<file path="src/rtl/t1mon_params.svh">
// Constants of the T1 receive alarm and error monitor.
// Behaviour
// Counters saturate at 15; further events raise interrupt.
// Host presets counters; counting continues upward.
// One byte: out-of-frame high, superframe low.
// Upper counter counts every out-of-frame event.
// Lower counter source depends on mode, select.
// No counter increments while loss of sync.
// Loss of sync spans resync; status latches it.
// Auto mode: two of four errors resync.
// Manual mode: resync only on control edge.
// Yellow output follows condition; status latches it.
// 24-frame yellow: sixteen 00 FF sets.
// 12-frame yellow: bit 2 run or S-bit.
// Violation flag one bit; skip substitution codes.
// Frame error flag two bits on F error.
// 24-frame CRC error gives one-bit pulse.
// Carrier loss after 32 zeros, clears on one.
// Reset clears registers, forces receive resync.
// Controller holds reset, then rewrites control.
// Port select low selects hardware mode.
// Hardware pins drive five mode bits.
// Both suppression pins high: loopback, latch modes.
// Hardware mode: robbed bit on, rest cleared.
// Saturation status set when either counter saturates; the code sets it only on a further event at 15.
// Overflow clears only on non-all-ones preset.
// Counter byte write loads both nibbles together.
`ifndef T1MON_PARAMS_SVH
`define T1MON_PARAMS_SVH
`define T1MON_OFS_COUNTERS 8'h00
`define T1MON_OFS_STATUS 8'h04
`define T1MON_OFS_MASK 8'h08
`define T1MON_OFS_RXCTL 8'h0C
`define T1MON_OFS_COMMON 8'h10
`define T1MON_OFS_TXCTL 8'h14
`define T1MON_ST_LOS 0
`define T1MON_ST_FERR 3
`define T1MON_ST_CL 4
`define T1MON_ST_YEL 5
`define T1MON_ST_SAT 6
`define T1MON_MASK_SAT 6
`define T1MON_RXC_RESYNC 0
`define T1MON_RXC_MANUAL 1
`define T1MON_RXC_ESEL 3
`define T1MON_CC_LOOP 0
`define T1MON_CC_ZS 1
`define T1MON_CC_B8ZS 2
`define T1MON_CC_YFMT 3
`define T1MON_CC_MODE24 4
`define T1MON_TC_YEL 0
`define T1MON_TC_SBIT 2
`define T1MON_TC_RBS 4
`define T1MON_HW_SBIT 0
`define T1MON_HW_MODE24 1
`define T1MON_HW_TXYEL 2
`define T1MON_HW_ZS 3
`define T1MON_HW_B8ZS 4
`define T1MON_NIB_MAX 4'hF
`define T1MON_OOF_ERRS 3'h2
`define T1MON_ZERO_LAST 6'h1F
`define T1MON_ZERO_RUN 6'h20
`define T1MON_YEL_SETS 5'h10
`define T1MON_YEL_GAP 5'h10
`define T1MON_LINK_PAT 16'h00FF
`define T1MON_BIT2_LAST 9'h0FF
`define T1MON_BIT2_RUN 9'h100
`define T1MON_FERR_BITS 2'h2
`endif

</file>
<file path="src/rtl/t1mon_pkg.sv">
// Types shared by the T1 receive alarm and error monitor.
package t1mon_pkg;
    typedef enum logic [0:0] {
        SYNC_LOCKED = 1'b0,
        SYNC_HUNT = 1'b1
    } t1mon_sync_state_type;

    typedef struct packed {
        logic clk;
        logic line_bit;
        logic serial_bit;
        logic fbit_time;
        logic fpat_bit;
        logic fpat_err;
        logic fs_bit;
        logic fs_err;
        logic frame12;
        logic crc_err;
        logic bpv;
        logic b8zs_code;
        logic link_strobe;
        logic link_bit;
        logic bit2_time;
        logic sync_found;
        logic port_select;
        logic [4:0] hw_mode;
    } t1mon_pins_type;
endpackage

</file>
<file path="src/rtl/t1mon_cnt_if.sv">
// Control and state of one saturating error counter.
`timescale 1ns/10ps
interface t1mon_cnt_if;
    logic load;
    logic [3:0] load_val;
    logic inc;
    logic [3:0] count;
    logic sat_hit;
    modport ctl (output load, output load_val, output inc, input count, input sat_hit);
    modport cnt (input load, input load_val, input inc, output count, output sat_hit);
endinterface

</file>
<file path="src/rtl/t1mon_sync2.sv">
// Two-flop synchroniser for a vector of unrelated pin levels.
`timescale 1ns/10ps
module t1mon_sync2 #(
    parameter int W = 1
) (
    input wire logic core_clk,
    input wire logic nrst,
    input wire logic [W-1:0] d,
    output logic [W-1:0] q
);
    logic [W-1:0] meta_q;

    always_ff @(posedge core_clk)
    begin
        if (!nrst)
        begin
            meta_q <= '0;
            q <= '0;
        end
        else
        begin
            meta_q <= d;
            q <= meta_q;
        end
    end
endmodule

</file>
<file path="src/rtl/t1mon_sat_cnt.sv">
// Presettable 4-bit up counter that stops at its maximum.
`timescale 1ns/10ps
`include "t1mon_params.svh"
module t1mon_sat_cnt (
    input wire logic core_clk,
    input wire logic nrst,
    t1mon_cnt_if.cnt port
);
    logic [3:0] count_q;

    assign port.count = count_q;
    // An event at the maximum, or together with a preset of all ones, is the overflow.
    assign port.sat_hit = port.inc && ((port.load ? port.load_val : count_q) == `T1MON_NIB_MAX);

    always_ff @(posedge core_clk)
    begin
        if (!nrst)
            count_q <= 4'h0;
        // preset keeps increment
        else if (port.load)
            count_q <= (port.inc && port.load_val != `T1MON_NIB_MAX) ?
                       port.load_val + 4'h1 : port.load_val;
        // stop at fifteen
        else if (port.inc && count_q != `T1MON_NIB_MAX)
            count_q <= count_q + 4'h1;
    end
endmodule

</file>
<file path="src/rtl/t1mon_top.sv">
// Receive alarm and error monitor with hardware mode and AHB-Lite registers.
`timescale 1ns/10ps
`include "t1mon_params.svh"
module t1mon_top (
    input wire logic core_clk,
    input wire logic nrst,
    input wire logic hsel,
    input wire logic [31:0] haddr,
    input wire logic [1:0] htrans,
    input wire logic hwrite,
    input wire logic [2:0] hsize,
    input wire logic [31:0] hwdata,
    input wire logic hready,
    output logic [31:0] hrdata,
    output logic hreadyout,
    output logic hresp,
    input wire logic rx_clk,
    input wire logic rx_line_bit,
    input wire logic rx_serial_out,
    input wire logic rx_fbit_time,
    input wire logic rx_fpat_bit,
    input wire logic rx_fpat_err,
    input wire logic rx_fs_bit,
    input wire logic rx_fs_err,
    input wire logic rx_frame12,
    input wire logic rx_crc_err,
    input wire logic rx_bpv,
    input wire logic rx_b8zs_code,
    input wire logic rx_link_strobe,
    input wire logic rx_facility_link,
    input wire logic rx_bit2_time,
    input wire logic rx_sync_found,
    input wire logic port_select,
    input wire logic [4:0] hw_mode_pins,
    output logic loss_of_sync,
    output logic yellow_alarm_detect,
    output logic bipolar_violation_flag,
    output logic frame_error_flag,
    output logic carrier_loss,
    output logic count_irq,
    output logic [7:0] common_control,
    output logic [7:0] tx_control
);
    t1mon_pkg::t1mon_pins_type raw, s;
    t1mon_pkg::t1mon_sync_state_type state_q, state_d;
    logic [7:0] mask_q, rxctl_q, common_q, txctl_q, stat_q;
    logic ap_wr_q, rd_fire, cnt_wr, stat_clr, hw_mode;
    logic [7:0] ap_addr_q;
    logic rxc_q, rise, fall, post_rst_q, resync_prev_q, start;
    logic [3:0] hist_q;
    logic oof_evt, crc_evt, ft_evt, fs_evt, ferr_test, cl_start;
    logic hi_pend_q, lo_pend_q, sat_pend;
    logic [5:0] zrun_q;
    logic [1:0] ferr_cnt_q;
    logic crcp_q;
    logic [15:0] lsh_q;
    logic [4:0] sets_q, gap_q;
    logic [8:0] run_q;
    logic los_q, yel_q, bpv_q, cl_q, ferr_q, irq_q, hrv_q;
    logic [31:0] hrdata_q;
    logic mode24, yfmt, auto;

    t1mon_cnt_if hi ();
    t1mon_cnt_if lo ();

    assign raw = {rx_clk, rx_line_bit, rx_serial_out, rx_fbit_time, rx_fpat_bit, rx_fpat_err,
                  rx_fs_bit, rx_fs_err, rx_frame12, rx_crc_err, rx_bpv, rx_b8zs_code,
                  rx_link_strobe, rx_facility_link, rx_bit2_time, rx_sync_found,
                  port_select, hw_mode_pins};

    // Clock and qualifiers share one synchroniser so they stay aligned.
    t1mon_sync2 #(.W($bits(t1mon_pkg::t1mon_pins_type))) u_sync (
        .core_clk(core_clk),
        .nrst(nrst),
        .d(raw),
        .q(s)
    );

    t1mon_sat_cnt u_hi (
        .core_clk(core_clk),
        .nrst(nrst),
        .port(hi.cnt)
    );

    t1mon_sat_cnt u_lo (
        .core_clk(core_clk),
        .nrst(nrst),
        .port(lo.cnt)
    );

    function automatic logic [2:0] popcnt4(input logic [3:0] v);
        popcnt4 = {2'b00, v[0]} + {2'b00, v[1]} + {2'b00, v[2]} + {2'b00, v[3]};
    endfunction

    function automatic logic is_addr(input logic [7:0] a, input logic [7:0] ofs);
        is_addr = (a == ofs);
    endfunction

    // port select low
    assign hw_mode = !s.port_select;
    assign mode24 = common_q[`T1MON_CC_MODE24];
    assign yfmt = common_q[`T1MON_CC_YFMT];
    assign auto = !rxctl_q[`T1MON_RXC_MANUAL];
    assign rise = s.clk && !rxc_q;
    assign fall = !s.clk && rxc_q;

    // Bus slave: zero wait states, write data applied in the data phase.
    assign rd_fire = hsel && hready && htrans[1] && !hwrite;
    assign cnt_wr = ap_wr_q && !hw_mode && is_addr(ap_addr_q, `T1MON_OFS_COUNTERS);
    assign stat_clr = rd_fire && is_addr(haddr[7:0], `T1MON_OFS_STATUS);
    assign sat_pend = hi_pend_q || lo_pend_q;

    always_ff @(posedge core_clk)
    begin
        if (!nrst)
        begin
            ap_wr_q <= 1'b0;
            ap_addr_q <= 8'h00;
            hrdata_q <= 32'h0000_0000;
            hrv_q <= 1'b0;
        end
        else
        begin
            ap_wr_q <= hsel && hready && htrans[1] && hwrite;
            ap_addr_q <= haddr[7:0];
            hrv_q <= 1'b1;
            hrdata_q <= 32'h0000_0000;
            if (rd_fire)
            begin
                case (haddr[7:0])
                    // both nibbles together
                    `T1MON_OFS_COUNTERS: hrdata_q[7:0] <= {hi.count, lo.count};
                    // saturation status bit
                    `T1MON_OFS_STATUS: hrdata_q[7:0] <= stat_q | {1'b0, sat_pend, 6'h00};
                    `T1MON_OFS_MASK: hrdata_q[7:0] <= mask_q;
                    `T1MON_OFS_RXCTL: hrdata_q[7:0] <= rxctl_q;
                    `T1MON_OFS_COMMON: hrdata_q[7:0] <= common_q;
                    `T1MON_OFS_TXCTL: hrdata_q[7:0] <= txctl_q;
                    default: hrdata_q[7:0] <= 8'h00;
                endcase
            end
        end
    end

    // registers cleared
    always_ff @(posedge core_clk)
    begin
        if (!nrst || hw_mode)
        begin
            mask_q <= 8'h00;
            rxctl_q <= 8'h00;
        end
        else if (ap_wr_q && is_addr(ap_addr_q, `T1MON_OFS_MASK))
            mask_q <= hwdata[7:0];
        else if (ap_wr_q && is_addr(ap_addr_q, `T1MON_OFS_RXCTL))
            rxctl_q <= hwdata[7:0];
    end

    // pins drive mode bits
    always_ff @(posedge core_clk)
    begin
        if (!nrst)
        begin
            common_q <= 8'h00;
            txctl_q <= 8'h00;
        end
        else if (hw_mode)
        begin
            common_q <= 8'h00;
            common_q[`T1MON_CC_MODE24] <= s.hw_mode[`T1MON_HW_MODE24];
            // loopback keeps suppression mode
            if (s.hw_mode[`T1MON_HW_ZS] && s.hw_mode[`T1MON_HW_B8ZS])
            begin
                common_q[`T1MON_CC_LOOP] <= 1'b1;
                common_q[`T1MON_CC_ZS] <= common_q[`T1MON_CC_ZS];
                common_q[`T1MON_CC_B8ZS] <= common_q[`T1MON_CC_B8ZS];
            end
            else
            begin
                common_q[`T1MON_CC_ZS] <= s.hw_mode[`T1MON_HW_ZS];
                common_q[`T1MON_CC_B8ZS] <= s.hw_mode[`T1MON_HW_B8ZS];
            end
            // robbed bit forced on
            txctl_q <= 8'h00;
            txctl_q[`T1MON_TC_RBS] <= 1'b1;
            txctl_q[`T1MON_TC_SBIT] <= s.hw_mode[`T1MON_HW_SBIT];
            txctl_q[`T1MON_TC_YEL] <= s.hw_mode[`T1MON_HW_TXYEL];
        end
        else if (ap_wr_q && is_addr(ap_addr_q, `T1MON_OFS_COMMON))
            common_q <= hwdata[7:0];
        else if (ap_wr_q && is_addr(ap_addr_q, `T1MON_OFS_TXCTL))
            txctl_q <= hwdata[7:0];
    end

    // Framing error history over the last four pattern bits.
    assign ft_evt = rise && s.fbit_time && s.fpat_bit && s.fpat_err;
    assign fs_evt = rise && s.fbit_time && s.fs_bit && s.fs_err;
    // two of four errors
    assign oof_evt = rise && s.fbit_time && s.fpat_bit &&
                     popcnt4({hist_q[2:0], s.fpat_err}) >= `T1MON_OOF_ERRS;
    assign crc_evt = fall && mode24 && s.crc_err;

    always_ff @(posedge core_clk)
    begin
        if (!nrst)
            hist_q <= 4'h0;
        else if (oof_evt)
            hist_q <= 4'h0;
        else if (rise && s.fbit_time && s.fpat_bit)
            hist_q <= {hist_q[2:0], s.fpat_err};
    end

    // host preset
    assign hi.load = cnt_wr || hw_mode;
    assign lo.load = cnt_wr || hw_mode;
    assign hi.load_val = hw_mode ? 4'h0 : hwdata[7:4];
    assign lo.load_val = hw_mode ? 4'h0 : hwdata[3:0];
    // inhibit while resyncing
    // every out-of-frame event
    assign hi.inc = !los_q && oof_evt;
    // lower counter source
    assign lo.inc = !los_q && (mode24 ? (oof_evt || crc_evt) :
                    (ft_evt || (rxctl_q[`T1MON_RXC_ESEL] && fs_evt)));

    // overflow cleared only by a preset
    always_ff @(posedge core_clk)
    begin
        if (!nrst || hw_mode)
        begin
            hi_pend_q <= 1'b0;
            lo_pend_q <= 1'b0;
        end
        else
        begin
            if (hi.sat_hit)
                hi_pend_q <= 1'b1;
            else if (cnt_wr && hwdata[7:4] != `T1MON_NIB_MAX)
                hi_pend_q <= 1'b0;
            if (lo.sat_hit)
                lo_pend_q <= 1'b1;
            else if (cnt_wr && hwdata[3:0] != `T1MON_NIB_MAX)
                lo_pend_q <= 1'b0;
        end
    end

    // masked overflow interrupt
    always_ff @(posedge core_clk)
    begin
        if (!nrst)
            irq_q <= 1'b0;
        else
            irq_q <= sat_pend && mask_q[`T1MON_MASK_SAT];
    end

    // resync sources
    assign start = post_rst_q || (rxctl_q[`T1MON_RXC_RESYNC] && !resync_prev_q) ||
                   (auto && (oof_evt || cl_start));

    always_comb
    begin
        state_d = state_q;
        case (state_q)
            t1mon_pkg::SYNC_LOCKED:
                if (start)
                    state_d = t1mon_pkg::SYNC_HUNT;
            t1mon_pkg::SYNC_HUNT:
                if (!start && rise && s.sync_found)
                    state_d = t1mon_pkg::SYNC_LOCKED;
            default:
                state_d = t1mon_pkg::SYNC_HUNT;
        endcase
    end

    // loss of sync spans resync
    always_ff @(posedge core_clk)
    begin
        if (!nrst)
        begin
            state_q <= t1mon_pkg::SYNC_LOCKED;
            los_q <= 1'b0;
            post_rst_q <= 1'b1;
            resync_prev_q <= 1'b0;
            rxc_q <= 1'b0;
        end
        else
        begin
            state_q <= state_d;
            los_q <= (state_d == t1mon_pkg::SYNC_HUNT);
            post_rst_q <= 1'b0;
            resync_prev_q <= rxctl_q[`T1MON_RXC_RESYNC];
            rxc_q <= s.clk;
        end
    end

    // zero run detect
    assign cl_start = rise && !s.line_bit && zrun_q == `T1MON_ZERO_LAST;

    always_ff @(posedge core_clk)
    begin
        if (!nrst)
        begin
            zrun_q <= 6'h00;
            cl_q <= 1'b0;
        end
        else if (rise)
        begin
            if (s.line_bit)
            begin
                zrun_q <= 6'h00;
                cl_q <= 1'b0;
            end
            else if (zrun_q != `T1MON_ZERO_RUN)
                zrun_q <= zrun_q + 6'h01;
            if (cl_start)
                cl_q <= 1'b1;
        end
    end

    // violation flag per bit
    always_ff @(posedge core_clk)
    begin
        if (!nrst)
            bpv_q <= 1'b0;
        else if (rise)
            bpv_q <= s.bpv && !(common_q[`T1MON_CC_B8ZS] && s.b8zs_code);
    end

    // framing bit test
    assign ferr_test = mode24 ? (s.fpat_bit && s.fpat_err) :
                       ((s.fpat_bit && s.fpat_err) || (s.fs_bit && s.fs_err)) &&
                       !(s.frame12 && yfmt);

    always_ff @(posedge core_clk)
    begin
        if (!nrst)
        begin
            ferr_cnt_q <= 2'h0;
            crcp_q <= 1'b0;
            ferr_q <= 1'b0;
        end
        else
        begin
            if (rise && s.fbit_time && ferr_test)
                ferr_cnt_q <= `T1MON_FERR_BITS;
            else if (rise && ferr_cnt_q != 2'h0)
                ferr_cnt_q <= ferr_cnt_q - 2'h1;
            // CRC pulse from falling edge
            if (fall)
                crcp_q <= mode24 && s.crc_err;
            ferr_q <= (ferr_cnt_q != 2'h0) || crcp_q;
        end
    end

    // yellow follows condition
    always_ff @(posedge core_clk)
    begin
        if (!nrst)
        begin
            yel_q <= 1'b0;
            lsh_q <= 16'h0000;
            sets_q <= 5'h00;
            gap_q <= 5'h00;
            run_q <= 9'h000;
        end
        // sixteen pattern sets
        else if (mode24)
        begin
            if (rise && s.link_strobe)
            begin
                lsh_q <= {lsh_q[14:0], s.link_bit};
                if ({lsh_q[14:0], s.link_bit} == `T1MON_LINK_PAT)
                begin
                    gap_q <= 5'h00;
                    if (sets_q != `T1MON_YEL_SETS)
                        sets_q <= sets_q + 5'h01;
                    if (sets_q == `T1MON_YEL_SETS - 5'h01)
                        yel_q <= 1'b1;
                end
                else if (gap_q == `T1MON_YEL_GAP - 5'h01)
                begin
                    sets_q <= 5'h00;
                    yel_q <= 1'b0;
                end
                else
                    gap_q <= gap_q + 5'h01;
            end
        end
        // bit 2 run or frame 12 S-bit
        else if (!yfmt)
        begin
            if (rise && s.bit2_time)
            begin
                if (s.serial_bit)
                begin
                    run_q <= 9'h000;
                    yel_q <= 1'b0;
                end
                else
                begin
                    if (run_q != `T1MON_BIT2_RUN)
                        run_q <= run_q + 9'h001;
                    if (run_q == `T1MON_BIT2_LAST)
                        yel_q <= 1'b1;
                end
            end
        end
        else if (rise && s.fbit_time && s.frame12 && s.fs_bit)
            yel_q <= s.serial_bit;
    end

    // Latched status: set while the alarm stands; the set wins over a read.
    always_ff @(posedge core_clk)
    begin
        if (!nrst || hw_mode)
            stat_q <= 8'h00;
        else
        begin
            stat_q <= stat_clr ? 8'h00 : stat_q;
            if (los_q)
                stat_q[`T1MON_ST_LOS] <= 1'b1;
            if (ferr_q)
                stat_q[`T1MON_ST_FERR] <= 1'b1;
            if (cl_q)
                stat_q[`T1MON_ST_CL] <= 1'b1;
            if (yel_q)
                stat_q[`T1MON_ST_YEL] <= 1'b1;
        end
    end

    assign hrdata = hrdata_q;
    assign hreadyout = hrv_q;
    assign hresp = 1'b0;
    assign loss_of_sync = los_q;
    assign yellow_alarm_detect = yel_q;
    assign bipolar_violation_flag = bpv_q;
    assign frame_error_flag = ferr_q;
    assign carrier_loss = cl_q;
    assign count_irq = irq_q;
    assign common_control = common_q;
    assign tx_control = txctl_q;
endmodule

</file>
<file path="config.mk">
export PLATFORM = sky130hd
export DESIGN_NAME = t1mon_top
export DESIGN_NICKNAME = d
export VERILOG_FILES = /design/src/rtl/t1mon_pkg.sv /design/src/rtl/t1mon_cnt_if.sv /design/src/rtl/t1mon_sync2.sv /design/src/rtl/t1mon_sat_cnt.sv /design/src/rtl/t1mon_top.sv
export VERILOG_INCLUDE_DIRS = /design/src /design/src/rtl
export SDC_FILE = /design/constraint.sdc
export NUM_CORES = 1
export LEC_CHECK = 0
export ABC_AREA = 1
export BUFFER_PORTS_ARGS = -buffer_cell sky130_fd_sc_hd__buf_2
export CORE_UTILIZATION = 55
export CTS_BUF_LIST = sky130_fd_sc_hd__clkbuf_4
export CTS_CLUSTER_DIAMETER = 30
export DETAILED_ROUTE_END_ITERATION = 12
export PLACE_DENSITY_LB_ADDON = 0.08
export RECOVER_POWER = 25
export SETUP_SLACK_MARGIN = 0.02
export SLEW_MARGIN = 40
export SYNTH_ARGS = -nofsm -noshare
export SYNTH_HDL_FRONTEND = slang
export SYNTH_SLANG_ARGS = --single-unit
</file>
<file path="constraint.sdc">
create_clock -name core_clk -period 2.2 [get_ports core_clk]
set_input_delay 0.44 -clock core_clk [delete_from_list [all_inputs] [get_ports core_clk]]
set_output_delay 0.44 -clock core_clk [all_outputs]
set_load 0.05 [all_outputs]
</file>
-- After elaboration in Yosys (flattened, before gate mapping)
Index checks and enable logic that the tools add are counted.
- eq/ne operators: 35
- order comparisons: 1
- add/subtract/negate cells: 12
- reductions and logical operators: 108
- bitwise gates (word level): 7
- muxes and demuxes: 57
- operators by type and width (kind ; number):
    $logic_and A1 B1 Y1 ; 53
    $mux W5 ; 10
    $pmux W8 S6 ; 1
    $mux W4 ; 10
    $eq A8 B4 Y1 const B ; 4
    $eq A8 B5 Y1 const B ; 4
    $reduce_bool A2 Y1 ; 14
    $mux W1 ; 27
    $ne A4 B4 Y1 const B ; 6
    $mux W6 ; 3
    $mux W9 ; 2
    $reduce_and A2 Y1 ; 9
    $add A4 B1 Y4 const B ; 4
    $eq A16 B8 Y1 const B ; 1
    $logic_not A8 Y1 ; 2
    $logic_not A1 Y1 ; 12
    $add A5 B1 Y5 const B ; 2
    $eq A5 B4 Y1 const B ; 2
    $logic_or A1 B1 Y1 ; 10
    $add A9 B1 Y9 const B ; 1
    $eq A9 B8 Y1 const B ; 1
    $ne A9 B9 Y1 const B ; 1
    $eq A4 B4 Y1 const B ; 2
    $eq A8 B3 Y1 const B ; 1
    23 further kinds ; 38
- output and inout bits: 56
- register bits after elaboration: 187
- input bits: 96
- logic and storage cells: 260

-- Logic depth before layout (Yosys ltp)
- depth after elaboration: 13
- depth in mapped cells: 12
- depth with buffers taken out: 12

-- Hierarchy
Synthesis repeated with hierarchy kept, for this count alone.
- cell total of the unflattened synthesis: 1036
- area total of the unflattened synthesis: 7447.1 sq um
- by module, submodules not included (module ; sequential area each (sq um) ; area each (sq um) ; cells each ; times used):
    t1mon_top ; 2222.1 ; 5460.2 ; 775 ; 1
    t1mon_sync2 ; 880.8 ; 1263.7 ; 137 ; 1
    t1mon_sat_cnt ; 80.1 ; 361.6 ; 62 ; 2

-- Worst setup path after synthesis
No wires, ideal clock.
- kind: register -> register
- start point: register common_q[4] (netlist: common_control[4])
- end point: register run_q[7]
- setup slack: 0.505 ns
- setup time: 0.127 ns
- stages on the path, launching flop included: 9
- arrival time: 1.567 ns
- path through: dfxtp_1 -> inv_2 -> nand2_1 -> nor3b_1 -> nand2_1 -> buf_2 -> nor2_1 -> a21oi_1 -> nor2_1
- longest elaborated chain between the ends: 2
- RTL lines (element ; line ; text):
    start, declared ; t1mon_top.sv:46 ; logic [7:0] mask_q, rxctl_q, common_q, txctl_q, stat_q;
    start signal, assigned by index ; t1mon_top.sv:170 ; common_q[`T1MON_CC_MODE24] <= s.hw_mode[`T1MON_HW_MODE24];
    start signal, assigned by index ; t1mon_top.sv:175 ; common_q[`T1MON_CC_ZS] <= common_q[`T1MON_CC_ZS];
    start signal, assigned by index ; t1mon_top.sv:176 ; common_q[`T1MON_CC_B8ZS] <= common_q[`T1MON_CC_B8ZS];
    $not A1 Y1 (no source line) ; n/a ;
    $reduce_and A4 Y1 (no source line) ; n/a ;
    end signal, assigned ; t1mon_top.sv:401 ; run_q <= run_q + 9'h001;
    end, declared ; t1mon_top.sv:58 ; logic [8:0] run_q;
Every way passes these cells.
A chain may end at the register's enable or synchronous reset.

-- Final worst setup path
- start point: register common_q[4] (netlist: common_control[4])
- end point: register run_q[6]
Same word-level chain as after synthesis.

==> out/metrics.csv <==
stage;metric;value;unit
run_status;status;completed;
clock_tree;Reg clk slew, reported paths;0.13;ns
logic_synthesis;Mapped Cells;974;
clock_tree;CTS tree;built;
worst_setup_path;crit-path max cell delay;0.53;ns
logic_synthesis;Yosys top cell by area;dfxtp_1;
placement;GPL Wtd Cong;0.9019;
logic_synthesis;Synth Register Bits;163;
detailed_routing;Initial DRT Pass Iterations;5;
logic_synthesis;area share of the largest cell type after synthesis;44.90;%
detailed_routing;via count;6234;
clock_tree;TritonCTS Buffers;17;
worst_setup_path;Worst setup SP type;flop;
floorplanning;full die area;13680;µm²
clock_tree;# hold bufs at CTS;0;
grt;initial antenna violation count;0;
worst_setup_path;worst path required time;2.62;ns
grt;vias in the first global route;5562;
logic_synthesis;Synth warnings;0;
power_and_ir_drop;peak supply drop;0.5515;mV
layout;share of layout cells above drive strength 1;13.87;%
worst_setup_path;CP Class;reg2reg;
clock_tree;clk buf depth;2;
clock_tree;clk_lat worst skew;0.56;ns
worst_setup_path;Crit Path Max Fanout;9;
sta;RSZ-0062 raised after global routing;false;
clock_tree;CTS root buf;clkbuf_4;
placement;placed cell count;1214;
detailed_routing;post-DR wirelength/cell;12.80;µm
worst_setup_path;Worst Setup End Kind;flop;
grt;largest net degree at the start of global routing;26;
logic_synthesis;Post-synth EDFFs;0;
sta;# setup viols final;0;
flow_run;max_cap viols;0;
sta;Final Slew Violations;0;
worst_setup_path;Top cell by count, worst path;nand2_1;
power_and_ir_drop;pwr/cell area;649.2;nW/µm²
worst_setup_path;Largest delay share family, worst path;simple AND/OR/NAND/NOR gates;
power_and_ir_drop;leak pwr;3.787;nW
floorplanning;CORE AREA;12770;µm²
layout;post-layout util;62.91;%
sta;TNS Setup;0;ns
floorplanning;Die X;116.9;µm
layout;Syn-to-layout area delta;10.57;%
layout;antenna cells;0;
clock_tree;H-Tree Depth;4;
detailed_routing;Residual DRC;0;
detailed_routing;post-route ant nets;0;
sta;Final period util;88.26;%
placement;pre-CTS WS;0.2569;ns
grt;global-route wire length before repair;26520;µm
sta;Tmin final;1.942;ns
logic_synthesis;mapped cell area;7267;µm²
worst_setup_path;Worst Path Arrival;2.37;ns
logic_synthesis;post-synthesis sequential area ratio;44.90;%
sta;FMAX;515.0;MHz
layout;nets@finish;1173;
logic_synthesis;mean post-synth cell area;7.461;µm²
worst_setup_path;Crit-path slowest cell;o21ai_0;
sta;Final Skew;0.01726;ns
floorplanning;initial core utilization;56.89;%
sta;post-route setup slack;0.2582;ns
sta;Least-Margin Pin Slew;0.9624;ns
placement;Detail Placement HPWL;11920;µm
clock_tree;post-CTS sizing;0;
clock_tree;CTS Sinks;163;
layout;Post-Layout Cell Count;1246;
grt;global-route usage over all layers;25.29;%
floorplanning;# IOs;152;
detailed_routing;drt total wl;15950;µm
clock_tree;Post-CTS Setup Bufs;0;
detailed_routing;drt initial violations;528;
detailed_routing;Via density;5.003;
logic_synthesis;fraction of registers with async set or reset after synthesis;0;%
grt;Overflow after GRT;0;
logic_synthesis;synth unique cells;52;
layout;fill cell count;1156;
sta;Slew Limit Headroom;35.84;%
placement;input/output buffers;74;
worst_setup_path;crit-path cells;inv_2, nand2_1, nor3b_1, nand2_1, o21ai_0, nor2_1;
logic_synthesis;most common flop cell mapped by yosys;dfxtp_1;
floorplanning;# rows;41;
floorplanning;Die Span Y;116.9;µm
sta;final hold vios;0;
worst_setup_path;buffers plus inverters on the worst setup path;1;
min_path;worst hold path type;in2reg;
logic_synthesis;synth top area cells;dfxtp_1 (45%), nand2_1 (9.9%), inv_1 (7.7%);
[registers in the layout, summed over array words and instances (netlist names), 2 cells and up]
register	count
hist_q	3
u_sync.q	22
mask_q	8
sets_q	5
u_sync.meta_q	22
ap_addr_q	8
hrdata	8
tx_control	8
common_control	8
ferr_cnt_q	2
run_q	9
zrun_q	6
lsh_q	15
u_hi.port.count	4
stat_q	4
rxctl_q	8
u_lo.port.count	4
gap_q	5
[path summary, 6_finish.rpt]
check	start	end	slack [ns]	depth (start not counted)
setup / recovery	common_control[4]	run_q[6]	0.26	6
hold / removal	rx_sync_found	u_sync.meta_q[6]	0.05	3
setup reg to reg	common_control[4]	run_q[6]	0.26	6
hold reg to reg	u_sync.meta_q[17]	u_sync.q[17]	0.42	2
[final cells by class]
class	instances	area [µm²]	share of cell area, %
Clock buffer	19	142.6	1.775
Clock inverter	13	136.4	1.697
Inverter	159	598.1	7.443
Multi-Input combinational cell	630	3208	39.93
Sequential cell	163	3263	40.61
Tap cell	172	215.2	2.678
Timing Repair Buffer	90	471.7	5.870
[metal layers]
metal	vias up	global-route usage [%]	part of all wire, %
met5	-	0	0
met4	0	10.13	1.9
met3	28	5.870	5.9
met2	198	41.50	46
met1	2752	32.23	46
li1	3256	-	-
[report_power, final]
part	switching (mW)	total (mW)	internal [mW]
Combinational	0.326	0.429	0.103
Clock	1.04	1.74	0.697
Sequential	0.0340	3.05	3.02
Total	1.40	5.22	3.82
[cell usage after synthesis (2+ instances only)]
library cell and n:
xnor2_1 4, nand2_1 192, a221oi_1 4, dfxtp_1 163, nor4_4 2, o211ai_1 3, xor2_1 7, clkbuf_1 13
o21ai_1 3, nand3_4 2, a21oi_1 57, o21ai_0 66, nor3b_1 4, nand2_2 4, a211oi_1 12, inv_1 149
nor3_1 16, nand3_1 45, buf_2 2, nor2_4 2, ha_1 15, buf_4 28, a31oi_1 7, o22ai_1 6
nor3_4 2, or2_2 4, nand4_1 13, buf_1 2, o221ai_1 4, inv_2 8, nor2_1 114
[worst reg2reg max path, stage by stage, from the launching register on]
cell	delay (ns)
dfxtp_1	0.35
inv_2	0.17
nand2_1	0.12
nor3b_1	0.29
nand2_1	0.25
o21ai_0	0.53
nor2_1	0.10
[cell usage in the layout (no fill, tap or decap), types with 5 or more instances in the layout]
master | netlist | routed
a211oi_1 | 12 | 12
o21ai_0 | 66 | 66
buf_2 | 2 | 73
nand2_1 | 192 | 192
conb_1 | 1 | 25
nor3_1 | 16 | 16
xor2_1 | 7 | 7
nor2_1 | 114 | 114
nand3_1 | 45 | 45
inv_2 | 8 | 8
a21oi_1 | 57 | 57
buf_4 | 28 | 11
ha_1 | 15 | 15
inv_1 | 149 | 149
a31oi_1 | 7 | 7
clkbuf_1 | 13 | 5
nand4_1 | 13 | 13
dfxtp_1 | 163 | 163
o22ai_1 | 6 | 6
clkbuf_4 | 0 | 19
[stage by stage]
step                power [mW]  area [µm²]  hold WS, ns
detailed placement       3.548        7775       0.3954
global placement         3.542        7775       0.3929
floorplan                3.453        7357       0.3905
global route             5.448        8035     0.004957
CTS                      5.262        8054      0.01013
finish                   5.217        8035      0.05276
[cells by family after synthesis]
group	share of synthesized area (%)
AO/OA/AOI/OAI	13.41
XOR/XNOR	1.326
adder cells (fa/ha/maj)	2.858
buffers and inverters	12.19
flip-flops	44.90
other	0.05160
AND/OR/NAND/NOR	25.26
Note: power is estimated with default switching activity, not from simulation.
